### config.mk
export PLATFORM = sky130hd
export DESIGN_NAME = wdtc_top
export DESIGN_NICKNAME = d
export VERILOG_FILES = /design/src/hw/wdtc_pkg.sv /design/src/hw/wdtc_top.sv
export SDC_FILE = /design/constraint.sdc
export NUM_CORES = 1
export LEC_CHECK = 0
export BUFFER_PORTS_ARGS = -buffer_cell sky130_fd_sc_hd__buf_2
export CORE_MARGIN = 5
export CORE_UTILIZATION = 28
export CTS_CLUSTER_SIZE = 14
export DETAILED_ROUTE_END_ITERATION = 7
export PLACE_DENSITY = 0.45
export SETUP_SLACK_MARGIN = 0.05
export SLEW_MARGIN = 10
export SYNTH_ARGS = -nofsm -noshare
export SYNTH_HDL_FRONTEND = slang
export SYNTH_SLANG_ARGS = --single-unit
### constraint.sdc
create_clock -name core_clk -period 2.4 [get_ports core_clk]
set_input_delay 0.48 -clock core_clk [delete_from_list [all_inputs] [get_ports core_clk]]
set_output_delay 0.48 -clock core_clk [all_outputs]
set_load 0.02 [all_outputs]
### src/hw/wdtc_pkg.sv
// wdtc_pkg: constants and carrier types for the watchdog control block
package wdtc_pkg;

  // register address on the special-function bus
  localparam logic [7:0] CTRL_ADDR = 8'haa;

  // field positions inside watchdog_control_status
  localparam int RUN_BIT = 7; // watchdog_run_enable
  localparam int CLR_BIT = 6; // watchdog_counter_clear
  localparam int TF_BIT = 5; // watchdog_timeout_flag
  localparam int LP_BIT = 4; // watchdog_run_in_low_power
  localparam int RF_BIT = 3; // watchdog_reset_cause_flag
  localparam int PS_LSB = 0; // watchdog_prescale_select low bit
  localparam int PS_W = 3; // watchdog_prescale_select width

  // reset values
  localparam logic RUN_RESET = 1'h0;
  localparam logic LP_RESET = 1'h0;
  localparam logic TF_RESET = 1'h0;
  localparam logic RF_POR_RESET = 1'h0;
  localparam logic [2:0] PS_POR_RESET = 3'h7;

  // non-volatile enable field value that selects general purpose timer use
  localparam logic [3:0] NV_ALL_ONES = 4'hf;

  // counter and prescaler sizes
  localparam int CNT_W = 6;
  localparam logic [5:0] CNT_MAX = 6'h3f;
  localparam int PRE_W = 8;
  localparam logic [7:0] PRE_ZERO = 8'h00;
  localparam logic [5:0] CNT_ZERO = 6'h00;

  // last prescaler count per select value: ratios 1,4,8,16,32,64,128,256
  function automatic logic [7:0] wdtc_pre_last(input logic [2:0] sel);
    logic [7:0] last;
    last = 8'hff;
    case (sel)
      3'h0: last = 8'h00;
      3'h1: last = 8'h03;
      3'h2: last = 8'h07;
      3'h3: last = 8'h0f;
      3'h4: last = 8'h1f;
      3'h5: last = 8'h3f;
      3'h6: last = 8'h7f;
      default: last = 8'hff;
    endcase
    return last;
  endfunction : wdtc_pre_last

  // one special-function bus request
  typedef struct packed {
    logic wr; // write strobe
    logic rd; // read strobe
    logic [7:0] addr; // register address
    logic [7:0] wdata; // write data
  } wdtc_sfr_req_t;

  // reset cause presented while rst_n is low
  typedef struct packed {
    logic powerOn; // reset came from power-on
    logic watchdog; // reset came from a watchdog time-out
  } wdtc_rst_cause_t;

  // clear sequencer states
  typedef enum logic [1:0] {
    CLR_IDLE = 2'b01,
    CLR_BUSY = 2'b10
  } wdtc_clr_state_t;

endpackage : wdtc_pkg

### src/hw/wdtc_top.sv
// wdtc_top: watchdog control/status register, prescaler and counter
`timescale 1ns/1ns

// Behaviour
// run bit acts only when nv field ones
// writing one clears count, zero ignored
// clear bit reads one until clear done
// overflow sets timeout flag until software clears
// low-power run bit selects idle/power-down counting when nv field ones
// watchdog reset sets the reset-cause flag
// cause flag: power-on clears, others keep
// prescale select divides 1/1 to 1/256
// power-on sets prescale bits, others keep
// writes ignored without timed-access unlock
// software uses wake-up timer if divided
// counter ticks per prescale, wraps, overflows
module wdtc_top (
  input wire logic core_clk,
  input wire logic rst_n,
  input wire wdtc_pkg::wdtc_rst_cause_t rstCause,
  input wire wdtc_pkg::wdtc_sfr_req_t sfrReq,
  input wire logic taUnlocked,
  input wire logic [3:0] nvEnableField,
  input wire logic idleMode,
  input wire logic powerDownMode,
  output logic [7:0] sfrRdata,
  output logic timeoutPulse,
  output logic wdtResetRequest
);
  import wdtc_pkg::*;

  // control fields held by software
  logic runEnable_reg;
  logic runEnable_next;
  logic lowPowerRun_reg;
  logic lowPowerRun_next;
  logic [2:0] prescaleSel_reg;
  logic [2:0] prescaleSel_next;

  // status flags set by hardware
  logic timeoutFlag_reg;
  logic timeoutFlag_next;
  logic resetCause_reg;
  logic resetCause_next;

  // clear sequencer
  wdtc_clr_state_t clrState_reg;
  wdtc_clr_state_t clrState_next;

  // prescaler and watchdog counter
  logic [7:0] preCount_reg;
  logic [7:0] preCount_next;
  logic [5:0] wdtCount_reg;
  logic [5:0] wdtCount_next;

  // registered outputs
  logic [7:0] sfrRdata_reg;
  logic [7:0] sfrRdata_next;
  logic timeoutPulse_reg;
  logic timeoutPulse_next;
  logic wdtResetRequest_reg;
  logic wdtResetRequest_next;

  // decoded helpers
  logic ctrlHit; // request targets this register
  logic ctrlWrite; // accepted write
  logic gpMode; // general purpose timer configuration
  logic lowPower; // chip in idle or power-down
  logic counting; // counter allowed to advance
  logic preTick; // prescaled counting clock pulse
  logic overflow; // counter wraps this cycle
  logic [7:0] statusByte; // live register image

  // address decode and timed-access gate
  always_comb begin
    ctrlHit = (sfrReq.addr == CTRL_ADDR);
    // a locked write is dropped silently, no error shows at the port
    ctrlWrite = sfrReq.wr && ctrlHit && taUnlocked;
  end

  // mode and run decision
  always_comb begin
    // the run and low-power bits only mean something in gp configuration
    gpMode = (nvEnableField == NV_ALL_ONES);
    lowPower = idleMode || powerDownMode;
    if (gpMode) begin
      // software run bit gates counting
      counting = runEnable_reg && (!lowPower || lowPowerRun_reg);
    end else begin
      // reset-timer configuration: always counting while awake
      counting = !lowPower;
    end
  end

  // prescaler tick and overflow detection
  always_comb begin
    // tick when the prescaler reaches the selected last count
    preTick = counting && (preCount_reg == wdtc_pre_last(prescaleSel_reg));
    overflow = preTick && (wdtCount_reg == CNT_MAX);
  end

  // live image of the register as software reads it
  always_comb begin
    statusByte = 8'h00;
    statusByte[RUN_BIT] = runEnable_reg;
    // pending clear reads back as one
    statusByte[CLR_BIT] = (clrState_reg == CLR_BUSY);
    statusByte[TF_BIT] = timeoutFlag_reg;
    statusByte[LP_BIT] = lowPowerRun_reg;
    statusByte[RF_BIT] = resetCause_reg;
    statusByte[PS_LSB +: PS_W] = prescaleSel_reg;
  end

  // next values of the software control fields
  always_comb begin
    runEnable_next = runEnable_reg;
    lowPowerRun_next = lowPowerRun_reg;
    prescaleSel_next = prescaleSel_reg;
    if (!rst_n) begin
      // run and low-power bits return to off on every reset
      runEnable_next = RUN_RESET;
      lowPowerRun_next = LP_RESET;
      if (rstCause.powerOn) begin
        // only power-on restores the slowest prescale
        prescaleSel_next = PS_POR_RESET;
      end
    end else if (ctrlWrite) begin
      runEnable_next = sfrReq.wdata[RUN_BIT];
      lowPowerRun_next = sfrReq.wdata[LP_BIT];
      prescaleSel_next = sfrReq.wdata[PS_LSB +: PS_W];
    end
  end

  // next values of the hardware flags
  always_comb begin
    timeoutFlag_next = timeoutFlag_reg;
    resetCause_next = resetCause_reg;
    if (!rst_n) begin
      timeoutFlag_next = TF_RESET;
      if (rstCause.powerOn) begin
        resetCause_next = RF_POR_RESET;
      end else if (rstCause.watchdog) begin
        resetCause_next = 1'h1;
      end
    end else begin
      // software may write either flag; write zero is how it clears them
      if (ctrlWrite) begin
        timeoutFlag_next = sfrReq.wdata[TF_BIT];
        resetCause_next = sfrReq.wdata[RF_BIT];
      end
      // an overflow in the same cycle as a clearing write still lands
      if (overflow) begin
        timeoutFlag_next = 1'h1;
      end
    end
  end

  // clear sequencer: one pending cycle, then counter is known zero
  always_comb begin
    clrState_next = clrState_reg;
    if (!rst_n) begin
      clrState_next = CLR_IDLE;
    end else begin
      case (clrState_reg)
        CLR_IDLE: begin
          // writing zero to the clear bit does nothing
          if (ctrlWrite && sfrReq.wdata[CLR_BIT]) begin
            clrState_next = CLR_BUSY;
          end
        end
        CLR_BUSY: begin
          // counter is zeroed on this edge; pending drops with it
          clrState_next = CLR_IDLE;
        end
        default: begin
          clrState_next = CLR_IDLE;
        end
      endcase
    end
  end

  // prescaler and counter next values
  always_comb begin
    preCount_next = preCount_reg;
    wdtCount_next = wdtCount_reg;
    if (!rst_n) begin
      preCount_next = PRE_ZERO;
      wdtCount_next = CNT_ZERO;
    end else if (clrState_reg == CLR_BUSY) begin
      // clear also restarts the prescaler so the first period is full
      preCount_next = PRE_ZERO;
      wdtCount_next = CNT_ZERO;
    end else if (preTick) begin
      preCount_next = PRE_ZERO;
      // wraps from max to zero and keeps counting
      wdtCount_next = wdtCount_reg + 6'h01;
    end else if (counting) begin
      preCount_next = preCount_reg + 8'h01;
    end
    // stopped: both hold, so a resume continues the same period
  end

  // read data and event outputs
  always_comb begin
    sfrRdata_next = 8'h00;
    timeoutPulse_next = 1'h0;
    wdtResetRequest_next = 1'h0;
    if (rst_n) begin
      // unmapped or idle cycles return zero
      if (sfrReq.rd && ctrlHit) begin
        sfrRdata_next = statusByte;
      end
      timeoutPulse_next = overflow;
      // only the reset-timer configuration resets the chip on overflow
      wdtResetRequest_next = overflow && !gpMode;
    end
  end

  // register stage for all state
  always_ff @(posedge core_clk) begin
    runEnable_reg <= runEnable_next;
    lowPowerRun_reg <= lowPowerRun_next;
    prescaleSel_reg <= prescaleSel_next;
    timeoutFlag_reg <= timeoutFlag_next;
    resetCause_reg <= resetCause_next;
    clrState_reg <= clrState_next;
    preCount_reg <= preCount_next;
    wdtCount_reg <= wdtCount_next;
    sfrRdata_reg <= sfrRdata_next;
    timeoutPulse_reg <= timeoutPulse_next;
    wdtResetRequest_reg <= wdtResetRequest_next;
  end

  // outputs straight from flip-flops
  assign sfrRdata = sfrRdata_reg;
  assign timeoutPulse = timeoutPulse_reg;
  assign wdtResetRequest = wdtResetRequest_reg;

endmodule : wdtc_top

== Yosys cells after proc, flatten, opt, wreduce, memory -nomap -nowiden ==
Cells that the tools add are included.

* Word-level logic and storage cells: 60
* Input bits: 29
* Flip-flop bits (word level): 33
* Output and inout port bits: 10

* Reduce and logical (&&, ||, !) cells: 22
* Muxes and demuxes: 11
* $add $sub $neg: 2
* Bitwise operators: 1
* Equal/unequal tests: 13

{| class="wikitable"
|+ Operator list
! kind !! number
|-
| case mux 8 bit (7 select lines) || 1
|-
| == test 3 bit, second input constant || 3
|-
| two-way mux 3 bit || 3
|-
| adder 8 x 1 -> 8 bit, second input constant || 1
|-
| == test 8 bit || 1
|-
| == test 8 bit, second input constant || 1
|-
| logical AND 1 bit || 8
|-
| AND reduction 2 bit || 4
|-
| two-way mux 1 bit || 7
|-
| adder 6 x 1 -> 6 bit, second input constant || 1
|-
| == test 3 x 2 -> 1 bit, second input constant || 2
|-
| == test 6 bit, second input constant || 1
|-
| == test 4 bit, second input constant || 1
|-
| nonzero test 2 bit || 2
|-
| == test 3 x 1 -> 1 bit, second input constant || 1
|-
| zero test 3 bit || 1
|-
| nonzero test 3 bit || 1
|-
| OR reduction 3 bit || 1
|-
| == test 2 x 1 -> 1 bit, second input constant || 1
|-
| == test 2 bit, second input constant || 1
|-
| zero test 1 bit || 2
|-
| logical OR 1 bit || 2
|-
| != test 2 x 1 -> 1 bit, second input constant || 1
|-
| OR reduction 2 bit || 1
|-
| inverter 1 bit || 1
|}

== Longest topological paths before layout ==
* Word-level depth: 8
* Gate-level depth with buffers: 7
* Mapped depth without buffers: 5

== Worst setup path before layout ==
Ideal clock, no wire load.

* Kind: input port to flip-flop
* From: input nvEnableField[2]
* To: register wdtCount_reg[1]
* Stages on the path: 7
* Buffers on the path: 2
* Arrival time: 2.055 ns
* Library setup time: 0.072 ns
* Setup slack: 0.273 ns
* Cell sequence: nand4_1 -> o22a_1 -> or2_1 -> clkbuf_1 -> nor4_2 -> buf_2 -> mux2i_1

* Cells in the longest elaborated chain, start to end: 3

{| class="wikitable"
|+ Ends and longest elaborated chain
! what !! RTL line !! RTL
|-
| start: declaration || wdtc_top.sv:23 || <nowiki>input wire logic [3:0] nvEnableField,</nowiki>
|-
| == test 4 bit || wdtc_top.sv:84 || <nowiki>gpMode = (nvEnableField == NV_ALL_ONES);</nowiki>
|-
| two-way mux 1 bit || wdtc_top.sv:86 || <nowiki>if (gpMode) begin</nowiki>
|-
| logical AND 1 bit || wdtc_top.sv:98 || <nowiki>preTick = counting && (preCount_reg == wdtc_pre_last(prescaleSel_reg));</nowiki>
|-
| end signal: assignment || wdtc_top.sv:228 || <nowiki>wdtCount_reg <= wdtCount_next;</nowiki>
|-
| end: declaration || wdtc_top.sv:53 || <nowiki>logic [5:0] wdtCount_reg;</nowiki>
|}

Every way passes these cells.
A chain may end at the register's enable or synchronous reset.

== Worst setup path in the final report ==
* From: register preCount_reg[5]
* To: register wdtCount_reg[3]

* Cells in the longest elaborated chain, start to end: 2

{| class="wikitable"
|+ Ends and longest elaborated chain
! what !! RTL line !! RTL
|-
| start: declaration || wdtc_top.sv:51 || <nowiki>logic [7:0] preCount_reg;</nowiki>
|-
| start signal: assignment || wdtc_top.sv:227 || <nowiki>preCount_reg <= preCount_next;</nowiki>
|-
| == test 8 bit || wdtc_top.sv:98 ||
|-
| logical AND 1 bit || wdtc_top.sv:98 ||
|}

Every way passes these cells.

==> flow_summary.json <==
{
  "end_kind": "flop",
  "ff_latch_area_um2": 701,
  "synthSimpleGateAreaFrac_pct": 31.4,
  "p_per_area_nw_per_um2": 557,
  "layout_commonest_cell": "buf_2",
  "synth.net_count": 194,
  "cts_sinks": 33,
  "dpl_cell_area_um2": 1840,
  "die_x_um": 84.0,
  "synthesis.area_um2": 1530,
  "tns_ns": 0,
  "rsz0062_at_grt": "no",
  "path_max_fanout": 6,
  "ant_nets": 0,
  "dpl.cell_count": 273,
  "worstPathArrival_ns": 2.44,
  "period_share_pct": 92.9,
  "ys_ff_latch": 33,
  "synth_top_family_by_area": "simple AND/OR/NAND/NOR gates",
  "rows": 27,
  "antenna_found_initial": 0,
  "fillers": 577,
  "synth_edf_count": 4,
  "overflow": 0,
  "grt_pass1_vias": 1372,
  "cts_resized": 0,
  "seq_area_frac_synth_pct": 45.8,
  "cts_setup_buffers": 0,
  "synth_xor_area_share_pct": 3.43,
  "dp_hpwl_um": 2790,
  "antennaDiodeCount": 0,
  "hold_viol_final": 0,
  "core_area_um2": 5410,
  "ys.flop_type": "dfxtp_1",
  "status": "finished, final reports clean",
  "min_period_ns": 2.23,
  "drc": 0,
  "relSlewSlack_pct": 62.8,
  "clkLatencyLatePin_ns": 0.28,
  "cts_max_path_buffers": 2,
  "crit_path_max_incr_delay_ns": 0.55,
  "multi_input_area_um2": 787,
  "syn_inst": 163,
  "yosys_warnings": 0,
  "yosys.cell_types.count": 45,
  "initial_core_util_pct": 28.3,
  "path_class": "reg -> reg",
  "synth_compound_area_share_pct": 10.3,
  "power.total_w": 0.00107,
  "setup_viol": 0,
  "critPathLaunchType": "flop",
  "wl_um": 3660,
  "grt_pass1_wl_um": 6130,
  "cap_violations": 0,
  "wire_per_inst_um": 13.0,
  "cp.required_ns": 2.61,
  "cts_buffers": 5,
  "finalClockSkew_ns": 0.00741,
  "cts.clk_slew.worst_paths_ns": 0.07,
  "min_path_type": "reg -> reg",
  "syn_to_final_growth_pct": 25.1,
  "p_leak_nw": 0.722,
  "vias": 1363,
  "final_cell_area_um2": 1920,
  "routed_via_density": 4.85,
  "die_y_um": 84.0,
  "vdd_drop_max_uv": 275,
  "crit_chain": "or4_1, o211a_2, or4_1, or4_1, a21oi_1",
  "drv_slew": 0,
  "async_reset_ff_share_pct": 0,
  "grtUsageTotal_pct": 10.9,
  "synth_mux_area_share_pct": 4.66,
  "nNetsFinal": 239,
  "crit_path_top_delay_cell": "or4_1",
  "port_buffers": 38,
  "r2r_setup_slack_ns": 0.17,
  "io_pins": 39,
  "worst_slew_pin_slew_ns": 0.556,
  "crit_family": "simple AND/OR/NAND/NOR gates",
  "die-area_um2": 7050,
  "grt_max_degree": 17,
  "htree_levels": 2,
  "final_cell_mix": "38 x buf_2, 29 x dfxtp_1, 13 x nand2_1",
  "gp_congestion": 0.735,
  "fin_util_pct": 35.4,
  "crit_buf_inv": 0,
  "avgSynthCellArea_um2": 9.40,
  "cts_tree": "done",
  "holdBufCountCts": 0,
  "path_common_cell": "or4_1",
  "synth_fa_ha_area_share_pct": 1.63,
  "dr.pass1.iters": 4,
  "instances_no_fill": 281,
  "cts-root-buf": "clkbuf_8",
  "fmaxAchievable_mhz": 448,
  "drive_gt1_share_pct": 24.9,
  "drt_first_iter_violations": 46
}
==> routing by layer <==
layer  global-route usage (%)  wire length (µm)  part of all wire, %
met1                     13.8              1690                   46
met2                     16.6              1730                   47
met3                     3.36               199                  5.4
met4                     5.70                48                  1.3
met5                        0                 0                    0
==> synthesized netlist by cell type, types with 2 or more instances <==
cell	count	area share, %
a21oi_1	4	1.3
and2_1	7	2.9
buf_2	2	0.65
clkbuf_1	4	0.98
dfxtp_1	29	38
edfxtp_1	4	7.8
ha_1	2	1.6
inv_1	4	0.98
mux2i_1	6	3.9
nand2_1	13	3.2
nand2b_1	7	2.9
nand3_1	6	2.0
nand3b_1	2	0.98
nand4_1	4	1.6
nor2_1	8	2.0
nor2b_1	3	1.2
nor3_1	10	3.3
nor4_1	3	1.2
nor4b_1	3	1.7
nor4bb_1	2	1.3
o21ai_1	3	0.98
o31ai_1	4	2.0
or4_1	7	3.4
xnor2_1	5	2.9
==> worst paths after layout <==
check	from	endpoint	cells after the start
hold reg to reg	resetCause_reg	sfrRdata[3]	1
setup / recovery	preCount_reg[5]	wdtCount_reg[3]	5
setup reg to reg	preCount_reg[5]	wdtCount_reg[3]	5
hold / removal	resetCause_reg	sfrRdata[3]	1
==> per-stage QoR <==
stage / setup slack (ns) / hold WS (ns)
5_1_grt: 0.0696 / 0.448
4_1_cts: 0.193 / 0.448
6_report: 0.170 / 0.451
3_3_place_gp: 0.242 / 0.429
3_5_place_dp: 0.180 / 0.439
2_1_floorplan: 0.273 / 0.420
==> logic make-up (layout without fill, tap and decap cells) <==
group                      count (synthesis)  count (layout)
AOI/OAI and AO/OA                         22              22
xor gates and xnor gates                   6               6
adders and majority gates                  2               2
buffers and inverters                     11              57
DFF                                       33              33
muxes                                      7               7
and+or+nand+nor                           82              82
==> worst reg2reg max path: cells and delay by family, from the launching register on <==
kind,cells,cell delay [ns]
DFF,1,0.36
and+or+nand+nor,3,1.47
AOI/OAI and AO/OA,2,0.33
==> cell type report <==
type | count | share of cell area (%)
Multi-Input combinational cell | 119 | 41.1
Sequential cell | 33 | 36.6
Timing Repair Buffer | 45 | 12.7
Tap cell | 72 | 4.70
Clock buffer | 8 | 4.18
Inverter | 4 | 0.784
==> report_power, final <==
group | total [W] | leakage [nW] | switching [W] | internal, W
combinational | 0.0000912 | 0.409 | 0.0000493 | 0.0000419
clock | 0.000403 | 0.0395 | 0.000197 | 0.000206
sequential | 0.000573 | 0.274 | 0.00000654 | 0.000567
total | 0.00107 | 0.722 | 0.000253 | 0.000814
Power figures use the tool's default switching activity.
